$ cat src/tps_pkg.sv
// Purpose: constants for the three-rail power sequencer
// Assumes: one 50 MHz clock, timebase arrives as a one-cycle tick strobe
// Notes: step delays are counted in timebase ticks
//
// Functional notes
// - Flags stay inactive until enable asserts; with polarity high, reset holds all pins low (active) until pol_sync settles
// - Release flags in order one, two, three
// - First release after 8 to 9 ticks
// - Second release exactly 8 ticks later
// - Third release another 8 ticks later
// - On disable, drop third flag after delay
// - Then second, then first; same delays
// - Polarity input inverts all three flags
// - Tick period scales with timing capacitance
// - Polarity low active high; high active low
// - Early disable abandons count, flags unchanged
// - Disable mid power-up reverses released flags
package tps_pkg;
  // ==========================================================
  // Step timing in ticks
  // ==========================================================
  localparam logic [3:0] TPS_FIRST_TICKS = 4'h9; // first step, one extra for the partial tick
  localparam logic [3:0] TPS_LATER_TICKS = 4'h8; // every later step
  localparam logic [3:0] TPS_CNT_ZERO = 4'h0;
  localparam logic [3:0] TPS_CNT_ONE = 4'h1;
  // Tick scale: 120 us per nF of timing capacitance
  localparam int TPS_TICK_NS_PER_NF = 120000;
  localparam int TPS_CLK_PERIOD_NS = 20;
  // ==========================================================
  // Sequencer states
  // ==========================================================
  typedef enum logic [2:0] {
    TPS_IDLE = 3'b000,
    TPS_UP1 = 3'b001,
    TPS_UP2 = 3'b010,
    TPS_UP3 = 3'b011,
    TPS_ON = 3'b100,
    TPS_DN3 = 3'b101,
    TPS_DN2 = 3'b110,
    TPS_DN1 = 3'b111
  } tps_state_e;
endpackage

$ cat src/tps_sequencer.sv
// Purpose: three-rail power sequencer, up 1-2-3 and down 3-2-1
// Assumes: enable and polarity are pins; tick from local timebase
// Notes: outputs are open-drain style, enable low means pull low
`timescale 1ns/100ps
module tps_sequencer import tps_pkg::*; (
  input wire logic i_clock,
  input wire logic i_rst,
  input wire logic i_enable,
  input wire logic i_flag_polarity_select,
  input wire logic [7:0] i_timing_capacitance,
  output logic o_rail_one_release,
  output logic o_rail_two_release,
  output logic o_rail_three_release,
  output logic o_rail_one_release_oe_n,
  output logic o_rail_two_release_oe_n,
  output logic o_rail_three_release_oe_n,
  output logic o_tick
);
  // ==========================================================
  // Pin synchronisers
  // ==========================================================
  logic en_meta; // first stage, read only by en_sync
  logic en_sync;
  logic pol_meta;
  logic pol_sync;
  logic tick; // timebase strobe
  // Two flops on each pin
  always_ff @(posedge i_clock or posedge i_rst) begin
    if (i_rst) begin
      en_meta <= 1'b0;
      en_sync <= 1'b0;
      pol_meta <= 1'b0;
      pol_sync <= 1'b0;
    end else begin
      en_meta <= i_enable;
      en_sync <= en_meta;
      pol_meta <= i_flag_polarity_select;
      pol_sync <= pol_meta;
    end
  end
  // ==========================================================
  // Timebase
  // ==========================================================
  tps_timebase u_tps_timebase (
    .i_clock(i_clock),
    .i_rst(i_rst),
    .i_cap_nf(i_timing_capacitance),
    .o_tick(tick)
  );
  // ==========================================================
  // Sequencer state machine
  // ==========================================================
  tps_state_e state; // current step
  tps_state_e next_state;
  logic [3:0] cnt; // ticks still to wait
  logic [3:0] next_cnt;
  logic [2:0] rel; // released flags, bit 0 is rail one
  logic [2:0] next_rel;
  // Next state, count and flags
  always_comb begin
    next_state = state;
    next_cnt = cnt;
    next_rel = rel;
    unique case (state)
      // Waiting for enable, flags held inactive
      TPS_IDLE: begin
        if (en_sync) begin
          next_state = TPS_UP1;
          next_cnt = TPS_FIRST_TICKS;
        end
      end
      // First step; partial tick plus 8 full ones gives 8 to 9
      TPS_UP1: begin
        if (!en_sync) begin
          next_state = TPS_IDLE;
          next_cnt = TPS_CNT_ZERO;
        end else if (tick) begin
          if (cnt == TPS_CNT_ONE) begin
            next_rel = 3'b001;
            next_state = TPS_UP2;
            next_cnt = TPS_LATER_TICKS;
          end else begin
            next_cnt = cnt - TPS_CNT_ONE;
          end
        end
      end
      // Second and third steps, 8 ticks each
      TPS_UP2, TPS_UP3: begin
        if (!en_sync) begin
          next_state = (state == TPS_UP2) ? TPS_DN1 : TPS_DN2;
          next_cnt = TPS_FIRST_TICKS;
        end else if (tick) begin
          if (cnt == TPS_CNT_ONE) begin
            next_rel = (state == TPS_UP2) ? 3'b011 : 3'b111;
            next_state = (state == TPS_UP2) ? TPS_UP3 : TPS_ON;
            next_cnt = TPS_LATER_TICKS;
          end else begin
            next_cnt = cnt - TPS_CNT_ONE;
          end
        end
      end
      // All rails up
      TPS_ON: begin
        if (!en_sync) begin
          next_state = TPS_DN3;
          next_cnt = TPS_FIRST_TICKS;
        end
      end
      // Power-down; runs to completion once begun
      TPS_DN3, TPS_DN2, TPS_DN1: begin
        if (tick) begin
          if (cnt == TPS_CNT_ONE) begin
            next_cnt = TPS_LATER_TICKS;
            if (state == TPS_DN3) begin
              next_rel = 3'b011;
              next_state = TPS_DN2;
            end else if (state == TPS_DN2) begin
              next_rel = 3'b001;
              next_state = TPS_DN1;
            end else begin
              next_rel = 3'b000;
              next_state = TPS_IDLE;
              next_cnt = TPS_CNT_ZERO;
            end
          end else begin
            next_cnt = cnt - TPS_CNT_ONE;
          end
        end
      end
    endcase
  end
  // Register sequencer
  always_ff @(posedge i_clock or posedge i_rst) begin
    if (i_rst) begin
      state <= TPS_IDLE;
      cnt <= TPS_CNT_ZERO;
      rel <= 3'b000;
    end else begin
      state <= next_state;
      cnt <= next_cnt;
      rel <= next_rel;
    end
  end
  // ==========================================================
  // Output stage
  // ==========================================================
  logic [2:0] lvl; // logic level of each flag
  logic [2:0] next_lvl;
  // Polarity applied to released set
  always_comb begin
    next_lvl = next_rel ^ {3{pol_sync}};
  end
  // Register outputs; drain on when level is low
  always_ff @(posedge i_clock or posedge i_rst) begin
    if (i_rst) begin
      lvl <= 3'b000;
      o_tick <= 1'b0;
    end else begin
      lvl <= next_lvl;
      o_tick <= tick;
    end
  end
  assign o_rail_one_release = 1'b0;
  assign o_rail_two_release = 1'b0;
  assign o_rail_three_release = 1'b0;
  assign o_rail_one_release_oe_n = lvl[0];
  assign o_rail_two_release_oe_n = lvl[1];
  assign o_rail_three_release_oe_n = lvl[2];
  // ==========================================================
  // Check helper: ticks seen in the current step
  // ==========================================================
  logic [3:0] step_ticks; // ticks since the last state change, saturating
  logic [3:0] next_step_ticks;
  // Restart on each step change, hold at all ones
  always_comb begin
    next_step_ticks = step_ticks;
    if (next_state != state) begin
      next_step_ticks = TPS_CNT_ZERO;
    end else if (tick && step_ticks != ~TPS_CNT_ZERO) begin
      next_step_ticks = step_ticks + TPS_CNT_ONE;
    end
  end
  // Register helper count
  always_ff @(posedge i_clock or posedge i_rst) begin
    if (i_rst) begin
      step_ticks <= TPS_CNT_ZERO;
    end else begin
      step_ticks <= next_step_ticks;
    end
  end
endmodule

$ cat src/tps_timebase.sv
// Purpose: timebase that stands in for the capacitor oscillator
// Assumes: capacitance given in nF as a port level, held steady
// Notes: one-cycle tick pulse every capacitance times 120 us
`timescale 1ns/100ps
module tps_timebase import tps_pkg::*; (
  input wire logic i_clock,
  input wire logic i_rst,
  input wire logic [7:0] i_cap_nf,
  output logic o_tick
);
  // ==========================================================
  // Period divider
  // ==========================================================
  localparam int CYC_PER_NF = TPS_TICK_NS_PER_NF / TPS_CLK_PERIOD_NS;
  logic [31:0] count; // cycles since last tick
  logic [31:0] next_count;
  logic next_tick;
  logic [31:0] period; // cycles per tick, at least one
  // Period from capacitance
  always_comb begin
    period = 32'(i_cap_nf) * 32'(CYC_PER_NF);
    if (period == 32'h0) begin
      period = 32'h1;
    end
    next_tick = 1'b0;
    next_count = count + 32'h1;
    if (next_count >= period) begin
      next_count = 32'h0;
      next_tick = 1'b1;
    end
  end
  // Register divider
  always_ff @(posedge i_clock or posedge i_rst) begin
    if (i_rst) begin
      count <= 32'h0;
      o_tick <= 1'b0;
    end else begin
      count <= next_count;
      o_tick <= next_tick;
    end
  end
endmodule

$ cat config.mk
export PLATFORM = sky130hd
export DESIGN_NAME = tps_sequencer
export DESIGN_NICKNAME = d
export VERILOG_FILES = /design/src/tps_pkg.sv /design/src/tps_sequencer.sv /design/src/tps_timebase.sv
export SDC_FILE = /design/constraint.sdc
export NUM_CORES = 1
export LEC_CHECK = 0
export ABC_AREA = 1
export BUFFER_PORTS_ARGS = -buffer_cell sky130_fd_sc_hd__buf_2
export CORE_ASPECT_RATIO = 1.5
export CORE_MARGIN = 2
export CORE_UTILIZATION = 60
export CTS_CLUSTER_SIZE = 12
export DETAILED_ROUTE_END_ITERATION = 10
export PLACE_DENSITY = 0.75
export REMOVE_ABC_BUFFERS = 1
export SETUP_SLACK_MARGIN = 0.2
export SYNTH_ARGS = -nofsm -noshare
export SYNTH_HDL_FRONTEND = slang
export SYNTH_SLANG_ARGS = --single-unit
$ cat constraint.sdc
create_clock -name i_clock -period 3.59 [get_ports i_clock]
set_input_delay 0.1795 -clock i_clock [delete_from_list [all_inputs] [get_ports i_clock]]
set_output_delay 0.1795 -clock i_clock [all_outputs]
set_load 0.01 [all_outputs]
Yosys cells after proc, flatten, opt, wreduce, memory -nomap -nowiden

Index checks and enable logic that the tools add are counted.

Reduce and logical (&&, ||, !) cells: 6
Multiplexer cells: 41
Multiply operators: 1
Order comparisons: 1
Bitwise logic cells: 1
Equality and inequality tests: 16
$add $sub $neg: 2

Operators by type and width:

| operator                                          | count |
|---|---|
| 2-to-1 mux 3 bit                                  | 22 |
| 2-to-1 mux 4 bit                                  | 10 |
| adder 32 x 1 -> 32 bit, second input constant     | 1 |
| >= comparator 32 x 21 -> 1 bit                    | 1 |
| 2-to-1 mux 32 bit                                 | 1 |
| zero test 21 bit                                  | 1 |
| 2-to-1 mux 21 bit                                 | 1 |
| one-hot mux 4 bit (5 select lines)                | 1 |
| multiplier 8 x 9 -> 17 bit, second input constant | 1 |
| one-hot mux 3 bit (5 select lines)                | 1 |
| == test 3 bit, second input constant              | 4 |
| one-hot mux 3 bit (3 select lines)                | 1 |
| AND reduction 8 bit                               | 1 |
| == test 3 x 2 -> 1 bit, second input constant     | 2 |
| != test 2 bit, second input constant              | 3 |
| != test 3 x 2 -> 1 bit, second input constant     | 2 |
| != test 3 bit, second input constant              | 2 |
| == test 4 x 1 -> 1 bit, second input constant     | 1 |
| subtractor 4 x 1 -> 4 bit, second input constant  | 1 |
| == test 3 x 1 -> 1 bit, second input constant     | 1 |
| zero test 3 bit                                   | 1 |
| 2-to-1 mux 1 bit                                  | 3 |
| AND reduction 3 bit                               | 1 |
| OR reduction 3 bit                                | 1 |
| 4 further kinds                                   | 4 |

Register bits: 51
Output and inout bits: 7
Word-level logic and storage cells: 79
Input port bits: 12

Longest topological paths before layout

Depth after elaboration: 7
Gate-level depth with buffers: 35
Mapped depth without buffers: 34

Hierarchy

Synthesis repeated with hierarchy kept, for this count alone.

Cell total of the unflattened synthesis: 726
Area, all modules: 5336.4 um2

By module, submodules not included:

| module        | seq. area each (um2) | instances | area an instance (um2) | cells each |
|---|---|---|---|---|
| tps_timebase  | 825.8                | 1         | 4275.4                 | 584 |
| tps_sequencer | 450.4                | 1         | 1061.0                 | 142 |

Worst setup path before layout

OpenSTA, ideal clock, no wires.

Kind: input port to flip-flop
Start: input i_timing_capacitance[5]
End: register u_tps_timebase.count[8]
Arrival time: 4.790 ns
Path slack: -1.269 ns
Buffers on the path: 1
Setup time: 0.069 ns
Required time: 3.521 ns
Stages on the path: 28
Cell sequence: inv_1 -> fa_1 -> fa_1 -> fa_1 -> fa_1 -> inv_1 -> ha_1 -> a21oi_1 -> o21ai_0 -> a21oi_1 -> xor2_1 -> nand4_1 -> nor3_1 -> ha_1 -> nor2_1 -> nand2_1 -> nor2_1 -> nand2_1 -> nand2_1 -> nand2_1 -> nand2_1 -> nand2_1 -> nand2_1 -> nand2_1 -> nand2_1 -> nand3_2 -> buf_6 -> nor2_2

Cells in the longest elaborated chain, start to end: 5

Ends and longest elaborated chain:

| item                             | RTL line            | text |
|---|---|---|
| from (decl)                      | tps_sequencer.sv:10 | `input wire logic [7:0] i_timing_capacitance,` |
| multiplier 8 x 9 -> 17 bit *     | tps_timebase.sv:21  | `period = 32'(i_cap_nf) * 32'(CYC_PER_NF);` |
| zero test 21 bit                 | tps_timebase.sv:22  | `if (period == 32'h0) begin` |
| 2-to-1 mux 21 bit *              | tps_timebase.sv:22  |  |
| >= comparator 32 x 21 -> 1 bit * | tps_timebase.sv:27  | `if (next_count >= period) begin` |
| 2-to-1 mux 32 bit *              | tps_timebase.sv:27  |  |
| via u_tps_timebase.next_count[8] | tps_timebase.sv:16  | `logic [31:0] next_count;` |
| to (signal assigned)             | tps_timebase.sv:38  | `count <= next_count;` |
| to (decl)                        | tps_timebase.sv:15  | `logic [31:0] count;` |

The timed path passes the listed nets; every way through them passes the cells marked *.
A chain may end at the register's enable or synchronous reset.

Worst setup path in the final report

Start: input i_timing_capacitance[3]
End: register u_tps_timebase.count[1]

Same word-level chain as after synthesis.

==> flow_metrics.env <==
export IMPL_ctsHtreeMaxLevel=2
export IMPL_drv_slew=0
export IMPL_cts_buffers=5
export IMPL_fmax_mhz=192
export IMPL_drv_cap=0
export IMPL_r2r_slack_ns=0.32
export IMPL_skew_ns=0.00691
export IMPL_core_um2=8360
export IMPL_fillCellCount=592
export IMPL_drt_antenna_violating_nets=0
export IMPL_clk_pin_slew_ns=0.07
export IMPL_die_h_um=117
export IMPL_layout_worst_path_cycle_share=1.45
export IMPL_hold_path_class="primary input to async pin"
export IMPL_grt_remaining_overflow=0
export IMPL_met2WireLength_mm=8.29
export IMPL_ir_worst_vdd_mv=0.560
export IMPL_cp_slowest_stage_delay_ns=0.62
export IMPL_worstReg2RegStart="u_tps_timebase.count[0]"
export IMPL_ys_types=33
export IMPL_wl_per_cell_um=15.7
export IMPL_finalPower_uw=4700
export IMPL_finalSetupViolations=22
export IMPL_routed_via_density=5.37
export IMPL_cts_buffer_depth=2
export IMPL_rsz0062_at_grt="true"
export IMPL_gp_congestion=0.921
export IMPL_synthCells=693
export IMPL_ys_seq_elements=51
export IMPL_grt_pass1_vias=5267
export IMPL_dpl_hpwl_mm=10.9
export IMPL_yosys_warnings=0
export IMPL_cp_arrival_ns=5.44
export IMPL_synth_edff_count=0
export IMPL_synth_ff_type="dfrtp_1"
export IMPL_multi_input_area_um2=3680
export IMPL_syn_avg_cell_area_um2=7.37
export IMPL_port_buffers=15
export IMPL_dr_first_iter_drc_count=215
export IMPL_max_slew_worst_pin_slew_ns=1.05
export IMPL_nNetsFinal=909
export IMPL_critical_path_class="primary input to flip-flop"
export IMPL_fin_setup_tns_ns=-34.88
export IMPL_synth_top_family_by_area="simple AND/OR/NAND/NOR gates"
export IMPL_firstDrtPassIters=6
export IMPL_highest_layer="met4"
export IMPL_required_ns=3.83
export IMPL_synth_xor_area_frac=0.0549
export IMPL_cp_max_fo=8
export IMPL_start_util=0.611
export IMPL_hold_viol_final=0
export IMPL_met1Wirelength_mm=4.55
export IMPL_finalCriticalPeriod_ns=5.20
export IMPL_regArea_um2=1280
export IMPL_maxSlewHeadroom=0.298
export IMPL_reg2reg_depth=16
export IMPL_synth_compound_area_frac=0.0551
export IMPL_grt_pass1_wl_mm=23.1
export IMPL_cp_start_kind="primary input"
export IMPL_synth_adder_area_share=0.243
export IMPL_clock_latency_ns=0.30
export IMPL_gr_usage_all_layers=0.326
export IMPL_synthesis_area_um2=5110
export IMPL_dr_wl_met3_um=436
export IMPL_clock_sinks=51
export IMPL_crit_slowest_cell="fa_2"
export IMPL_synthSimpleGateAreaFrac=0.291
export IMPL_remaining_drc_errors=0
export IMPL_n_antenna_cell=0
export IMPL_power_density_nw_per_um2=717
export IMPL_async_flop_share=1.00
export IMPL_antenna_found_initial=0
export IMPL_status="finished with violations"
export IMPL_die_area_um2=9280
export IMPL_final_util=0.784
export IMPL_synthMuxAreaShare=0
export IMPL_final_layout_size_suffix_gt1_frac=0.247
export IMPL_synth_seq_area_share=0.250
export IMPL_cts_root_buf="clkbuf_16"
export IMPL_p_leak_uw=0.00335
export IMPL_wirelength_mm=14.4
export IMPL_ioPinCount=19
export IMPL_cts_tree="built"
export IMPL_violations="negative setup slack"
export IMPL_r2r_end="u_tps_timebase.count[1]"
export IMPL_critPathCaptureType="flip-flop"
export IMPL_row_count=41
export IMPL_final_setup_worst_slack_ns=-1.61
export IMPL_dr_total_vias=4941
export IMPL_fp_dieW_um=79.3
export IMPL_grt_max_degree=52
export IMPL_crit_top_cell="nand2_1"
export IMPL_area_growth_pct=28.4
cells by family (layout without fill, tap and decap cells):
family | after synthesis | after routing
adders and majority gates | 85 | 85
buffers and inverters | 136 | 243
DFF | 51 | 51
and+or+nand+nor | 338 | 338
other | 1 | 14
xor gates and xnor gates | 32 | 32
AOI/OAI and AO/OA | 50 | 50
through the flow:
step	cells	instance area (um2)	worst slack [ns]	hold slack, ns
detailed placement	893	5870	-2.07	0.289
floorplan	699	5100	-1.58	0.211
CTS	917	6470	-1.30	0.180
global placement	893	5870	-1.97	0.289
global route	920	6560	-1.80	0.226
finish	920	6560	-1.61	0.139
flip-flops by register name, summed over array words and instances (netlist names):
name	count
u_tps_timebase.count	32
cnt	4
lvl	3
rel	3
state	3
en_meta	1
en_sync	1
o_tick	1
pol_meta	1
pol_sync	1
u_tps_timebase.o_tick	1
per-layer routing:
metal	vias up	GRT usage
li1	2374	-
met1	2321	0.274
met2	163	0.669
met3	83	0.0353
met4	0	0.254
met5	-	0
cell usage in the layout, fill, tap and decap left out, drive strengths merged, types with 3 or more instances in the layout:
master / instances
a21oi: 20
buf: 104
clkbuf: 5
conb: 14
dfrtp: 51
fa: 24
ha: 61
inv: 130
nand2: 176
nand3: 37
nand3b: 6
nand4: 6
nor2: 98
nor3: 13
o211ai: 3
o21ai: 16
xnor2: 12
xor2: 20
cells in the mapped netlist, types with 2 or more instances:
| master | n | area (um2) |
|---|---|---|
| a211oi_1 | 2 | 15.0 |
| a21oi_1 | 20 | 100 |
| a31oi_1 | 2 | 12.5 |
| and2_1 | 2 | 12.5 |
| buf_4 | 3 | 22.5 |
| buf_6 | 2 | 22.5 |
| clkbuf_1 | 2 | 7.51 |
| dfrtp_1 | 51 | 1280 |
| fa_1 | 24 | 480 |
| ha_1 | 61 | 763 |
| inv_1 | 128 | 480 |
| nand2_1 | 172 | 646 |
| nand2_2 | 4 | 25.0 |
| nand3_1 | 36 | 180 |
| nand3b_1 | 6 | 45.0 |
| nand4_1 | 6 | 37.5 |
| nor2_1 | 69 | 259 |
| nor2_2 | 24 | 150 |
| nor2_4 | 5 | 56.3 |
| nor3_1 | 13 | 65.1 |
| o211ai_1 | 3 | 22.5 |
| o21ai_0 | 16 | 80.1 |
| o22ai_1 | 2 | 12.5 |
| xnor2_1 | 12 | 105 |
| xor2_1 | 20 | 175 |
critical path: cells and delay by family:
| family | cells | cell delay, ns |
|---|---|---|
| compound gates | 3 | 0.46 |
| simple gates | 15 | 1.46 |
| buf+inv | 5 | 0.56 |
| xor+xnor | 1 | 0.20 |
| fa+ha+maj | 6 | 2.57 |
power by group:
part	internal (uW)	switching [uW]	total, uW
clock network	264	223	488
registers	660	75.8	736
logic	1680	1800	3480
how the worst max path moves through the flow:
stage / depth (start not counted) / from / endpoint
2_1_floorplan: 26 / i_timing_capacitance[5] / u_tps_timebase.o_tick
3_3_place_gp: 33 / i_timing_capacitance[2] / u_tps_timebase.count[1]
3_5_place_dp: 33 / i_timing_capacitance[2] / u_tps_timebase.count[18]
4_1_cts: 33 / i_timing_capacitance[4] / u_tps_timebase.count[3]
5_1_grt: 31 / i_timing_capacitance[3] / u_tps_timebase.count[14]
6_report: 30 / i_timing_capacitance[3] / u_tps_timebase.count[1]
layout make-up:
cell class,count,area share
Clock buffer,5,0.0191
Clock inverter,3,0.00420
Inverter,129,0.0738
Multi-Input combinational cell,519,0.561
Sequential cell,51,0.195
Tap cell,107,0.0204
Timing Repair Buffer,106,0.127
repair_timing:
item,4_1_cts,5_1_grt
gates cloned,1,0
hold endpoints to repair,2,0
resized for setup,70,17
hold buffers,2,0
setup endpoints to repair,22,22
buffers inserted,13,3
pin swaps,35,11
(Power assumes the default switching activity.)
